$ cat src/logic/ddrbp_pkg.sv
// ****************************************************************
// shared constants and carriers for the burst protocol block
// ****************************************************************
package ddrbp_pkg;
    // burst mode field of mode_register_zero
    localparam logic [1:0] BM_FULL8 = 2'h0;
    localparam logic [1:0] BM_CHOP4 = 2'h2;
    localparam logic [1:0] BM_PERCMD = 2'h1;
    // additive latency selections
    localparam logic [1:0] AL_ZERO = 2'h0;
    localparam logic [1:0] AL_CL_M1 = 2'h1;
    localparam logic [1:0] AL_CL_M2 = 2'h2;
    localparam logic [4:0] AL_NONE = 5'h00;
    localparam logic [4:0] AL_ONE = 5'h01;
    localparam logic [4:0] AL_TWO = 5'h02;
    // widths, depths and positions
    localparam int ADDR_W = 13;
    localparam int COL_W = 10;
    localparam int BL_SEL_BIT = 12;
    localparam int DQ_W = 8;
    localparam int TICK_W = 8;
    localparam int LAT_W = 5;
    localparam int QDEPTH = 8;
    localparam int QIDX_W = 3;
    localparam int MEM_DEPTH = 64;
    localparam int MEM_IDX_W = 6;
    localparam int SYNC_W = 27;
    localparam int SY_CK = 26;
    localparam int SY_DQS = 25;
    localparam int SY_DQ_LO = 17;
    // beats remaining after the first one, column step and full counts
    localparam logic [2:0] FULL8_LEFT = 3'h7;
    localparam logic [2:0] CHOP4_LEFT = 3'h3;
    localparam logic [2:0] BEAT_STEP = 3'h1;
    localparam logic [3:0] QCNT_FULL = 4'h8;
    localparam logic [1:0] BUF_FULL = 2'h2;

    typedef struct packed {
        logic cs_n;
        logic ras_n;
        logic cas_n;
        logic we_n;
        logic [ADDR_W-1:0] addr;
    } ddrbp_cmd_t;

    typedef struct packed {
        logic wr;
        logic chop;
        logic [COL_W-1:0] col;
        logic [TICK_W-1:0] due;
    } ddrbp_qent_t;

    typedef struct packed {
        logic [COL_W-1:0] col;
        logic [DQ_W-1:0] data;
    } ddrbp_beat_t;
endpackage

$ cat src/logic/ddrbp_buf2.sv
`timescale 1ns/10ps
// ****************************************************************
// two-entry buffer for captured write beats
// ****************************************************************
module ddrbp_buf2 (
    input wire logic clk,
    input wire logic rst_n,
    input wire logic in_valid,
    output logic in_ready,
    input ddrbp_pkg::ddrbp_beat_t in_data,
    output logic out_valid,
    input wire logic out_ready,
    output ddrbp_pkg::ddrbp_beat_t out_data
);
    ddrbp_pkg::ddrbp_beat_t slot_r [2];
    logic wr_ptr_r;
    logic rd_ptr_r;
    logic [1:0] cnt_r;
    logic do_push;
    logic do_pop;

    // full and empty straight from the occupancy count
    assign in_ready = (cnt_r != ddrbp_pkg::BUF_FULL);
    assign out_valid = (cnt_r != 2'h0);
    assign out_data = slot_r[rd_ptr_r];
    assign do_push = in_valid && in_ready;
    assign do_pop = out_valid && out_ready;

    // storage and pointers
    always_ff @(posedge clk or negedge rst_n) begin
        if (!rst_n) begin
            slot_r[0] <= '0;
            slot_r[1] <= '0;
            wr_ptr_r <= 1'b0;
            rd_ptr_r <= 1'b0;
            cnt_r <= 2'h0;
        end else begin
            if (do_push) begin
                slot_r[wr_ptr_r] <= in_data;
                wr_ptr_r <= ~wr_ptr_r;
            end
            if (do_pop) begin
                rd_ptr_r <= ~rd_ptr_r;
            end
            cnt_r <= cnt_r + {1'b0, do_push} - {1'b0, do_pop};
        end
    end
endmodule // ddrbp_buf2

$ cat src/logic/ddrbp_core.sv
`timescale 1ns/10ps
// Behaviour
// - burst field 00 fixed eight beats, 10 fixed four-beat chop, 01 per command
// - per-command mode: address bit twelve low chops to four, high gives eight
// - address bit twelve never enters the column address
// - write: select, column strobe, write enable low, row strobe high at rise
// - starting column comes from address sampled with the write
// - write latency equals additive plus write column latency
// - first write beat on first strobe rise after preamble, then every edge
// - beats beyond the burst length are ignored
// - reads four clocks after an eight-beat read give gapless back-to-back bursts
// - reads further apart leave a matching idle gap
// - length choice works with or without auto precharge
// - additive latency of column latency minus one adds to both latencies
// - read: select and column strobe low, row strobe and write enable high
// - read latency equals additive plus column latency
// - read strobe low one clock before first beat, beat on first rise
module ddrbp_core (
    input wire logic clk,
    input wire logic rst_n,
    input wire logic [1:0] mode_burst,
    input wire logic [3:0] cas_lat,
    input wire logic [3:0] cas_wr_lat,
    input wire logic [1:0] add_lat_sel,
    input wire logic ck,
    input ddrbp_pkg::ddrbp_cmd_t pin_cmd,
    input wire logic [ddrbp_pkg::DQ_W-1:0] dq_i,
    output logic [ddrbp_pkg::DQ_W-1:0] dq_o,
    output logic dq_oe,
    input wire logic dqs_i,
    output logic dqs_o,
    output logic dqs_oe,
    output logic wbuf_ready,
    output logic wbeat_valid,
    input wire logic wbeat_ready,
    output ddrbp_pkg::ddrbp_beat_t wbeat
);
    typedef enum {RD_IDLE, RD_PRE, RD_DATA, RD_POST} ddrbp_rd_t;
    typedef enum {CAP_IDLE, CAP_WAIT, CAP_RUN} ddrbp_cap_t;

    // ****************************************************************
    // helpers
    // ****************************************************************
    // chop decision; the auto precharge bit plays no part in it
    function automatic logic chop_of(input logic [1:0] mode, input logic sel);
        chop_of = (mode == ddrbp_pkg::BM_CHOP4) || ((mode == ddrbp_pkg::BM_PERCMD) && !sel);
    endfunction

    // beats remaining once the first has moved
    function automatic logic [2:0] left_of(input logic chop);
        left_of = chop ? ddrbp_pkg::CHOP4_LEFT : ddrbp_pkg::FULL8_LEFT;
    endfunction

    // sequential order wraps inside the eight-column block
    function automatic logic [9:0] col_step(input logic [9:0] col);
        col_step = {col[9:3], col[2:0] + ddrbp_pkg::BEAT_STEP};
    endfunction

    // ****************************************************************
    // pin synchroniser
    // ****************************************************************
    logic [ddrbp_pkg::SYNC_W-1:0] s1_r;
    logic [ddrbp_pkg::SYNC_W-1:0] s2_r;
    logic [ddrbp_pkg::SYNC_W-1:0] s3_r;
    logic ck_acc_r;
    logic dqs_acc_r;
    logic ck_chg;
    logic ck_rise;
    logic dqs_chg;
    logic dqs_rise;
    ddrbp_pkg::ddrbp_cmd_t cmd;
    logic [ddrbp_pkg::DQ_W-1:0] dq_s;

    // every pin rides the same three stages, so data stays aligned to its edge
    always_ff @(posedge clk or negedge rst_n) begin
        if (!rst_n) begin
            s1_r <= '0;
            s2_r <= '0;
            s3_r <= '0;
        end else begin
            s1_r <= {ck, dqs_i, dq_i, pin_cmd};
            s2_r <= s1_r;
            s3_r <= s2_r;
        end
    end

    // an edge counts once stages two and three agree on a new level
    assign ck_chg = (s2_r[ddrbp_pkg::SY_CK] == s3_r[ddrbp_pkg::SY_CK])
        && (s3_r[ddrbp_pkg::SY_CK] != ck_acc_r);
    assign ck_rise = ck_chg && s3_r[ddrbp_pkg::SY_CK];
    assign dqs_chg = (s2_r[ddrbp_pkg::SY_DQS] == s3_r[ddrbp_pkg::SY_DQS])
        && (s3_r[ddrbp_pkg::SY_DQS] != dqs_acc_r);
    assign dqs_rise = dqs_chg && s3_r[ddrbp_pkg::SY_DQS];
    assign cmd = s3_r[ddrbp_pkg::SY_DQ_LO-1:0];
    assign dq_s = s3_r[ddrbp_pkg::SY_DQS-1:ddrbp_pkg::SY_DQ_LO];

    // accepted levels
    always_ff @(posedge clk or negedge rst_n) begin
        if (!rst_n) begin
            ck_acc_r <= 1'b0;
            dqs_acc_r <= 1'b0;
        end else begin
            ck_acc_r <= ck_chg ? s3_r[ddrbp_pkg::SY_CK] : ck_acc_r;
            dqs_acc_r <= dqs_chg ? s3_r[ddrbp_pkg::SY_DQS] : dqs_acc_r;
        end
    end

    // ****************************************************************
    // command decode and latency
    // ****************************************************************
    logic [ddrbp_pkg::TICK_W-1:0] tick_r;
    logic [4:0] al;
    logic [4:0] rl;
    logic [4:0] wl;
    logic col_cmd;
    logic is_wr;
    ddrbp_pkg::ddrbp_qent_t new_ent;

    // posted command: additive latency taken from the column latency
    assign al = (add_lat_sel == ddrbp_pkg::AL_CL_M1) ? {1'b0, cas_lat} - ddrbp_pkg::AL_ONE :
        (add_lat_sel == ddrbp_pkg::AL_CL_M2) ? {1'b0, cas_lat} - ddrbp_pkg::AL_TWO :
        ddrbp_pkg::AL_NONE;
    assign rl = al + {1'b0, cas_lat};
    assign wl = al + {1'b0, cas_wr_lat};
    // read and write share everything but the write enable level
    assign col_cmd = !cmd.cs_n && cmd.ras_n && !cmd.cas_n;
    assign is_wr = !cmd.we_n;
    assign new_ent.wr = is_wr;
    assign new_ent.chop = chop_of(mode_burst, cmd.addr[ddrbp_pkg::BL_SEL_BIT]);
    assign new_ent.col = cmd.addr[ddrbp_pkg::COL_W-1:0];
    assign new_ent.due = tick_r + {3'h0, is_wr ? wl : rl};

    // link clock count, one step per rising edge
    always_ff @(posedge clk or negedge rst_n) begin
        if (!rst_n) begin
            tick_r <= '0;
        end else if (ck_rise) begin
            tick_r <= tick_r + 8'h01;
        end
    end

    // ****************************************************************
    // pending column commands, oldest first
    // ****************************************************************
    ddrbp_pkg::ddrbp_qent_t q_r [ddrbp_pkg::QDEPTH];
    logic [ddrbp_pkg::QIDX_W-1:0] q_head_r;
    logic [ddrbp_pkg::QIDX_W-1:0] q_tail_r;
    logic [3:0] q_cnt_r;
    ddrbp_pkg::ddrbp_qent_t head;
    logic q_push;
    logic q_pop;
    logic hd_now;
    logic hd_soon;
    logic rd_start;
    logic rd_pre;
    logic wr_arm;

    // deep enough for the longest latency at four-clock spacing
    assign q_push = ck_rise && col_cmd && (q_cnt_r != ddrbp_pkg::QCNT_FULL);
    assign head = q_r[q_head_r];
    assign hd_now = (q_cnt_r != 4'h0) && (head.due == tick_r);
    assign hd_soon = (q_cnt_r != 4'h0) && (head.due == tick_r + 8'h01);
    assign rd_start = ck_rise && hd_now && !head.wr;
    assign rd_pre = ck_rise && hd_soon && !head.wr;
    // writes arm in the preamble clock and wait for the first strobe rise
    assign wr_arm = ck_rise && hd_soon && head.wr;
    assign q_pop = rd_start || wr_arm;

    // queue storage
    always_ff @(posedge clk or negedge rst_n) begin
        if (!rst_n) begin
            for (int i = 0; i < ddrbp_pkg::QDEPTH; i++) begin
                q_r[i] <= '0;
            end
            q_head_r <= '0;
            q_tail_r <= '0;
            q_cnt_r <= 4'h0;
        end else begin
            if (q_push) begin
                q_r[q_tail_r] <= new_ent;
                q_tail_r <= q_tail_r + 3'h1;
            end
            if (q_pop) begin
                q_head_r <= q_head_r + 3'h1;
            end
            q_cnt_r <= q_cnt_r + {3'h0, q_push} - {3'h0, q_pop};
        end
    end

    // ****************************************************************
    // array and read burst driver
    // ****************************************************************
    logic [ddrbp_pkg::DQ_W-1:0] mem_r [ddrbp_pkg::MEM_DEPTH];
    ddrbp_rd_t rd_st_r;
    logic [ddrbp_pkg::COL_W-1:0] rd_col_r;
    logic [2:0] rd_left_r;
    logic wr_mem;

    assign wr_mem = wbeat_valid && wbeat_ready;

    // array written only as the buffer drains
    always_ff @(posedge clk or negedge rst_n) begin
        if (!rst_n) begin
            for (int i = 0; i < ddrbp_pkg::MEM_DEPTH; i++) begin
                mem_r[i] <= '0;
            end
        end else if (wr_mem) begin
            mem_r[wbeat.col[ddrbp_pkg::MEM_IDX_W-1:0]] <= wbeat.data;
        end
    end

    // one beat per link edge; a start at the closing rise chains bursts
    always_ff @(posedge clk or negedge rst_n) begin
        if (!rst_n) begin
            rd_st_r <= RD_IDLE;
            rd_col_r <= '0;
            rd_left_r <= 3'h0;
            dq_o <= '0;
            dq_oe <= 1'b0;
            dqs_o <= 1'b0;
            dqs_oe <= 1'b0;
        end else if (rd_start) begin
            rd_st_r <= RD_DATA;
            rd_col_r <= col_step(head.col);
            rd_left_r <= left_of(head.chop);
            dq_o <= mem_r[head.col[ddrbp_pkg::MEM_IDX_W-1:0]];
            dq_oe <= 1'b1;
            dqs_o <= 1'b1;
            dqs_oe <= 1'b1;
        end else if (ck_chg) begin
            case (rd_st_r)
                RD_DATA: begin
                    if (rd_left_r != 3'h0) begin
                        dq_o <= mem_r[rd_col_r[ddrbp_pkg::MEM_IDX_W-1:0]];
                        rd_col_r <= col_step(rd_col_r);
                        rd_left_r <= rd_left_r - 3'h1;
                        dqs_o <= ~dqs_o;
                    end else if (ck_rise) begin
                        // a read due at the next rise keeps the strobe low through the gap
                        rd_st_r <= rd_pre ? RD_PRE : RD_POST;
                        dq_oe <= 1'b0;
                        dqs_o <= 1'b0;
                    end
                end
                RD_PRE: begin
                    dqs_o <= 1'b0;
                end
                RD_POST: begin
                    if (rd_pre) begin
                        rd_st_r <= RD_PRE;
                    end else begin
                        rd_st_r <= RD_IDLE;
                        dqs_oe <= 1'b0;
                    end
                end
                RD_IDLE: begin
                    if (rd_pre) begin
                        rd_st_r <= RD_PRE;
                        dqs_o <= 1'b0;
                        dqs_oe <= 1'b1;
                    end
                end
                default: begin
                    rd_st_r <= RD_IDLE;
                end
            endcase
        end
    end

    // ****************************************************************
    // write beat capture
    // ****************************************************************
    ddrbp_cap_t cap_st_r;
    logic [ddrbp_pkg::COL_W-1:0] cap_col_r;
    logic [2:0] cap_left_r;
    logic pend_v_r;
    ddrbp_pkg::ddrbp_qent_t pend_r;
    logic cap_beat;
    logic cap_last;
    ddrbp_pkg::ddrbp_beat_t push_beat;

    // first beat on the first strobe rise, then both edges
    assign cap_beat = ((cap_st_r == CAP_WAIT) && dqs_rise)
        || ((cap_st_r == CAP_RUN) && dqs_chg);
    assign cap_last = cap_beat && (cap_left_r == 3'h0);
    assign push_beat.col = cap_col_r;
    assign push_beat.data = dq_s;

    // a write armed while another is landing is held until that one ends
    always_ff @(posedge clk or negedge rst_n) begin
        if (!rst_n) begin
            cap_st_r <= CAP_IDLE;
            cap_col_r <= '0;
            cap_left_r <= 3'h0;
            pend_v_r <= 1'b0;
            pend_r <= '0;
        end else begin
            if (cap_beat) begin
                cap_st_r <= CAP_RUN;
                cap_col_r <= col_step(cap_col_r);
                cap_left_r <= cap_left_r - 3'h1;
            end
            if (cap_last && pend_v_r) begin
                cap_st_r <= CAP_WAIT;
                cap_col_r <= pend_r.col;
                cap_left_r <= left_of(pend_r.chop);
                pend_v_r <= wr_arm;
                pend_r <= head;
            end else if (wr_arm && (cap_last || cap_st_r == CAP_IDLE)) begin
                cap_st_r <= CAP_WAIT;
                cap_col_r <= head.col;
                cap_left_r <= left_of(head.chop);
            end else if (cap_last) begin
                cap_st_r <= CAP_IDLE;
            end else if (wr_arm) begin
                pend_v_r <= 1'b1;
                pend_r <= head;
            end
        end
    end

    // a stalled drain fills the buffer; wbuf_ready low means beats drop
    ddrbp_buf2 u_buf (
        .clk(clk),
        .rst_n(rst_n),
        .in_valid(cap_beat),
        .in_ready(wbuf_ready),
        .in_data(push_beat),
        .out_valid(wbeat_valid),
        .out_ready(wbeat_ready),
        .out_data(wbeat)
    );
endmodule // ddrbp_core

$ cat config.mk
export PLATFORM = sky130hd
export DESIGN_NAME = ddrbp_core
export DESIGN_NICKNAME = d
export VERILOG_FILES = /design/src/logic/ddrbp_pkg.sv /design/src/logic/ddrbp_buf2.sv /design/src/logic/ddrbp_core.sv
export SDC_FILE = /design/constraint.sdc
export NUM_CORES = 2
export LEC_CHECK = 0
export BUFFER_PORTS_ARGS = -buffer_cell sky130_fd_sc_hd__buf_2
export CORE_MARGIN = 2
export CORE_UTILIZATION = 50
export CTS_BUF_LIST = sky130_fd_sc_hd__clkbuf_8
export DETAILED_ROUTE_END_ITERATION = 8
export GPL_TIMING_DRIVEN = 0
export PLACE_DENSITY_LB_ADDON = 0.1
export SYNTH_ARGS = -nofsm -noshare
export SYNTH_HDL_FRONTEND = slang
export SYNTH_SLANG_ARGS = --single-unit
$ cat constraint.sdc
create_clock -name clk -period 4.6 [get_ports clk]
set_input_delay 0.23 -clock clk [delete_from_list [all_inputs] [get_ports clk]]
set_output_delay 0.23 -clock clk [all_outputs]
set_load 0.01 [all_outputs]
==> summary.md <==
| Metric | Value |
|---|---|
| Status | `finished with violations` |
| Post-synth cell types | `73` |
| Initial antenna violation count | `2` |
| Std-Cell Rows | `106` |
| Post-synth ARST share | `100.0%` |
| Pwr Total | `19.24 mW` |
| Vias in the first global route | `33773` |
| Compound-Gate Fraction of Synth Area | `9.831%` |
| CP startpoint kind | `register` |
| Worst Setup End Kind | `register` |
| Most common cell in the netlist | `nand2_1` |
| Pwr Density | `404.4 nW/um^2` |
| RePlAce Congestion | `1.043` |
| Max Cap Viol | `0` |
| Clock Skews | `52.25 ps` |
| Top cells by area, synth | `dfrtp_1 (51%), mux4_2 (11%), nand2_1 (9.1%)` |
| Final nets | `4472` |
| Mux cell area share after synthesis | `17.64%` |
| Slew of the pin with the lowest slew margin | `1330 ps` |
| CTS tree | `done` |
| Reg-to-reg critical path endpoint | `dq_o[0]` |
| Hold/Removal Path Class | `in -> async` |
| Pre-CTS WS | `-54.02 ps` |
| Pleak | `20.75 nW` |
| Critical Path Most Common Cell | `buf_2` |
| Post-Synth XOR/XNOR Area | `1.011%` |
| First-pass GRT wire length | `225.1 mm` |
| Failing checks | `negative setup slack` |
| Antenna-violating nets left | `0` |
| GRT Overall Usage | `35.95%` |
| Fmax | `217.0 MHz` |
| Total die area | `86490 um^2` |
| Clk Tree Root Cell | `clkbuf_8` |
| CTS max path bufs | `3` |
| Final setup viols | `1` |
| # IOs | `73` |
| Post-route DRC violation count | `0` |
| Ys flop type | `dfrtp_1` |
| Vias/cell | `6.264` |
| Die W | `294.1 um` |
| Synthesis-to-layout area growth | `13.10%` |
| Worst-path cell chain | `buf_2 > buf_6 > mux4_2 > mux2i_1 > buf_2 > buf_2 > clkbuf_1 > nand3_1 > nand3_1 > nand4_1 > nor3_1 > a21oi_1` |
| RSZ-0062 raised after global routing | `false` |
| Total gr overflow | `0` |
| EDFF count, synth | `0` |
| FF-to-FF path depth | `12` |
| CORE AREA | `83420 um^2` |
| Post-synthesis adder-cell area fraction | `1.172%` |
| Die Ht | `294.1 um` |
| Syn. warnings | `0` |
| Worst skew pair latency | `890 ps` |
| Final period util | `100.2%` |
| FF+latch area | `21420 um^2` |
| Htree depth | `4` |
| Slew HR | `11.36%` |
| Detailed placement HPWL | `110.4 mm` |
| Main combinational cell family by area after synthesis | `multiplexers` |
| Post CTS Setup Buffer Count | `0` |
| Crit Path Class | `reg -> reg` |
| Util after Layout | `57.05%` |
| CTS clk-pin slew, worst paths | `60 ps` |
| Mapped Area | `42080 um^2` |
| Multi-input logic area | `19260 um^2` |
| Clock Sinks | `856` |
| Register area share after synthesis | `50.91%` |
| DR WL/cell | `27.38 um` |
| Most instantiated cells after synthesis | `nand2_1 (1016), dfrtp_1 (856), o21ai_0 (439)` |
| Drt pass-1 iters | `6` |
| Synth Area in Simple Gates | `15.92%` |
| Hold Fails Final Rpt | `0` |
| Overall routed net length | `153.0 mm` |
| PnR worst setup slack | `-8.906 ps` |
| #FFs+latches synth | `856` |
| Critical path arrival | `5320 ps` |
| Synth top area share | `50.91%` |
| Via count | `35001` |
| Critical R2R Launch | `q_head_r[2]` |
| VDD IR max | `0.3274 mV` |
| Max-slew violation count | `0` |
| Largest net degree at the start of global routing | `123` |
| Starting density of the core | `50.44%` |
| Min Tclk post-route | `4609 ps` |
| Highest-delay cell along the critical path | `clkbuf_1` |
| CP max stage delay | `560 ps` |
| Synth area leader | `dfrtp_1` |
| Syn avg cell area | `10.24 um^2` |
| Crit-path max FO | `10` |
| Critical path required time | `5310 ps` |
| Starting DRT DRC Count | `4542` |
| Share of cells above drive strength 1 | `17.20%` |
| Total CTS buffers | `149` |
| Fillers | `7398` |
| Port bufs | `70` |
| Synthesized Nets | `4189` |
| Cells after Synth | `4111` |
| Worst R2R Setup Slack | `-9 ps` |
-- worst max path at each step --
| stage | start | end | slack [ps] |
|---|---|---|---|
| 5_1_grt | q_head_r[2] | dq_o[1] | 4 |
| 4_1_cts | u_buf.rd_ptr_r | wbeat[7] | 6 |
| 6_report | q_head_r[2] | dq_o[0] | -9 |
| 2_1_floorplan | q_head_r[1] | q_cnt_r[2] | 940 |
| 3_5_place_dp | q_head_r[2] | dq_o[3] | -50 |
| 3_3_place_gp | rst_n | mem_r[10] | -15550 |
-- timing repair --
item | 4_1_cts | 5_1_grt
endpoints found under the hold margin | 131 | 0
pin swaps | 0 | 0
setup endpoints to repair | 11 | 25
hold buffers | 53 | 0
gates resized for setup | 12 | 23
-- state kept, by name (all words and copies together), names as in the netlist, 10 cells and up --
register	count
q_r	160
u_buf.slot_r	36
s1_r	25
s3_r	25
cap_col_r	10
pend_r	11
mem_r	512
s2_r	25
-- area by class of cell --
type / instances / share of cell area (%)
multi-input cells: 2904 / 40.48
clock inverters: 84 / 0.9701
repair buffers: 134 / 2.403
inverters: 53 / 0.4180
plain buffers: 296 / 2.721
flip-flops and latches: 856 / 45.01
well taps: 1080 / 2.839
diodes: 3 / 0.01577
clock buffers: 178 / 5.148
-- report_power, final --
group | total (mW) | switching [mW] | internal, mW | leakage [nW]
combinational | 4.30 | 2.98 | 1.32 | 7.56
clock | 6.93 | 3.31 | 3.63 | 1.71
sequential | 8.01 | 0.199 | 7.81 | 11.5
-- through the flow --
step / hold slack, ps / cell area, um^2 / cells / setup TNS [ps]
6_report: 25.25 / 47590 / 5588 / -8.906
5_1_grt: 62.81 / 47590 / 5586 / 0
4_1_cts: 8.490 / 47550 / 5587 / 0
3_5_place_dp: 334.7 / 44070 / 5272 / -197.8
3_3_place_gp: 332.2 / 43780 / 5261 / -
2_1_floorplan: -65.59 / 42080 / 4111 / 0
-- cells in the final DEF (no fill, tap or decap), drive strengths merged, types with 6 or more instances in the layout --
master	netlist	final
o32ai	9	9
a211oi	11	11
buf	86	166
inv	53	119
clkbuf	212	388
nor2	228	228
a22oi	8	8
nand3	202	202
clkinv	0	11
nor3	22	22
nand4	26	26
xnor2	33	33
dlygate4sd3	0	53
a221o	7	7
a21o	7	7
ha	33	33
a31oi	19	19
mux2i	78	78
o22ai	6	6
mux4	202	202
xor2	13	13
nor4	7	7
nor2b	11	11
dfrtp	856	856
and3	50	50
o21ai	447	447
nand2b	6	6
a21oi	215	215
nand2	1016	1016
a311o	14	14
mux2	179	179
-- logic make-up (layout without fill, tap and decap cells) --
family	count (synthesis)	in the layout
flip-flops	856	856
buffers and inverters	351	745
AND/OR/NAND/NOR	1599	1599
multiplexers	459	459
adder cells (fa/ha/maj)	38	38
AO/OA/AOI/OAI	761	761
XOR/XNOR	47	47
other	0	3
-- worst max-delay path: cells and delay by family, from the launching register on --
family	cells	cell delay, ps
buffers and inverters	5	2060
DFF	1	520
and+or+nand+nor	4	1020
AOI/OAI and AO/OA	1	140
muxes	2	680
-- layer usage --
layer	GRT usage, %	wire length [um]	part of all wire, %	vias up
met5	0	0	0	-
met4	18.79	8341	5.5	0
met3	13.35	19550	13	454
met2	49.86	63780	42	2186
met1	49.17	61350	40	17424
li1	-	-	-	14937
Note: power is estimated with default switching activity, not from simulation.
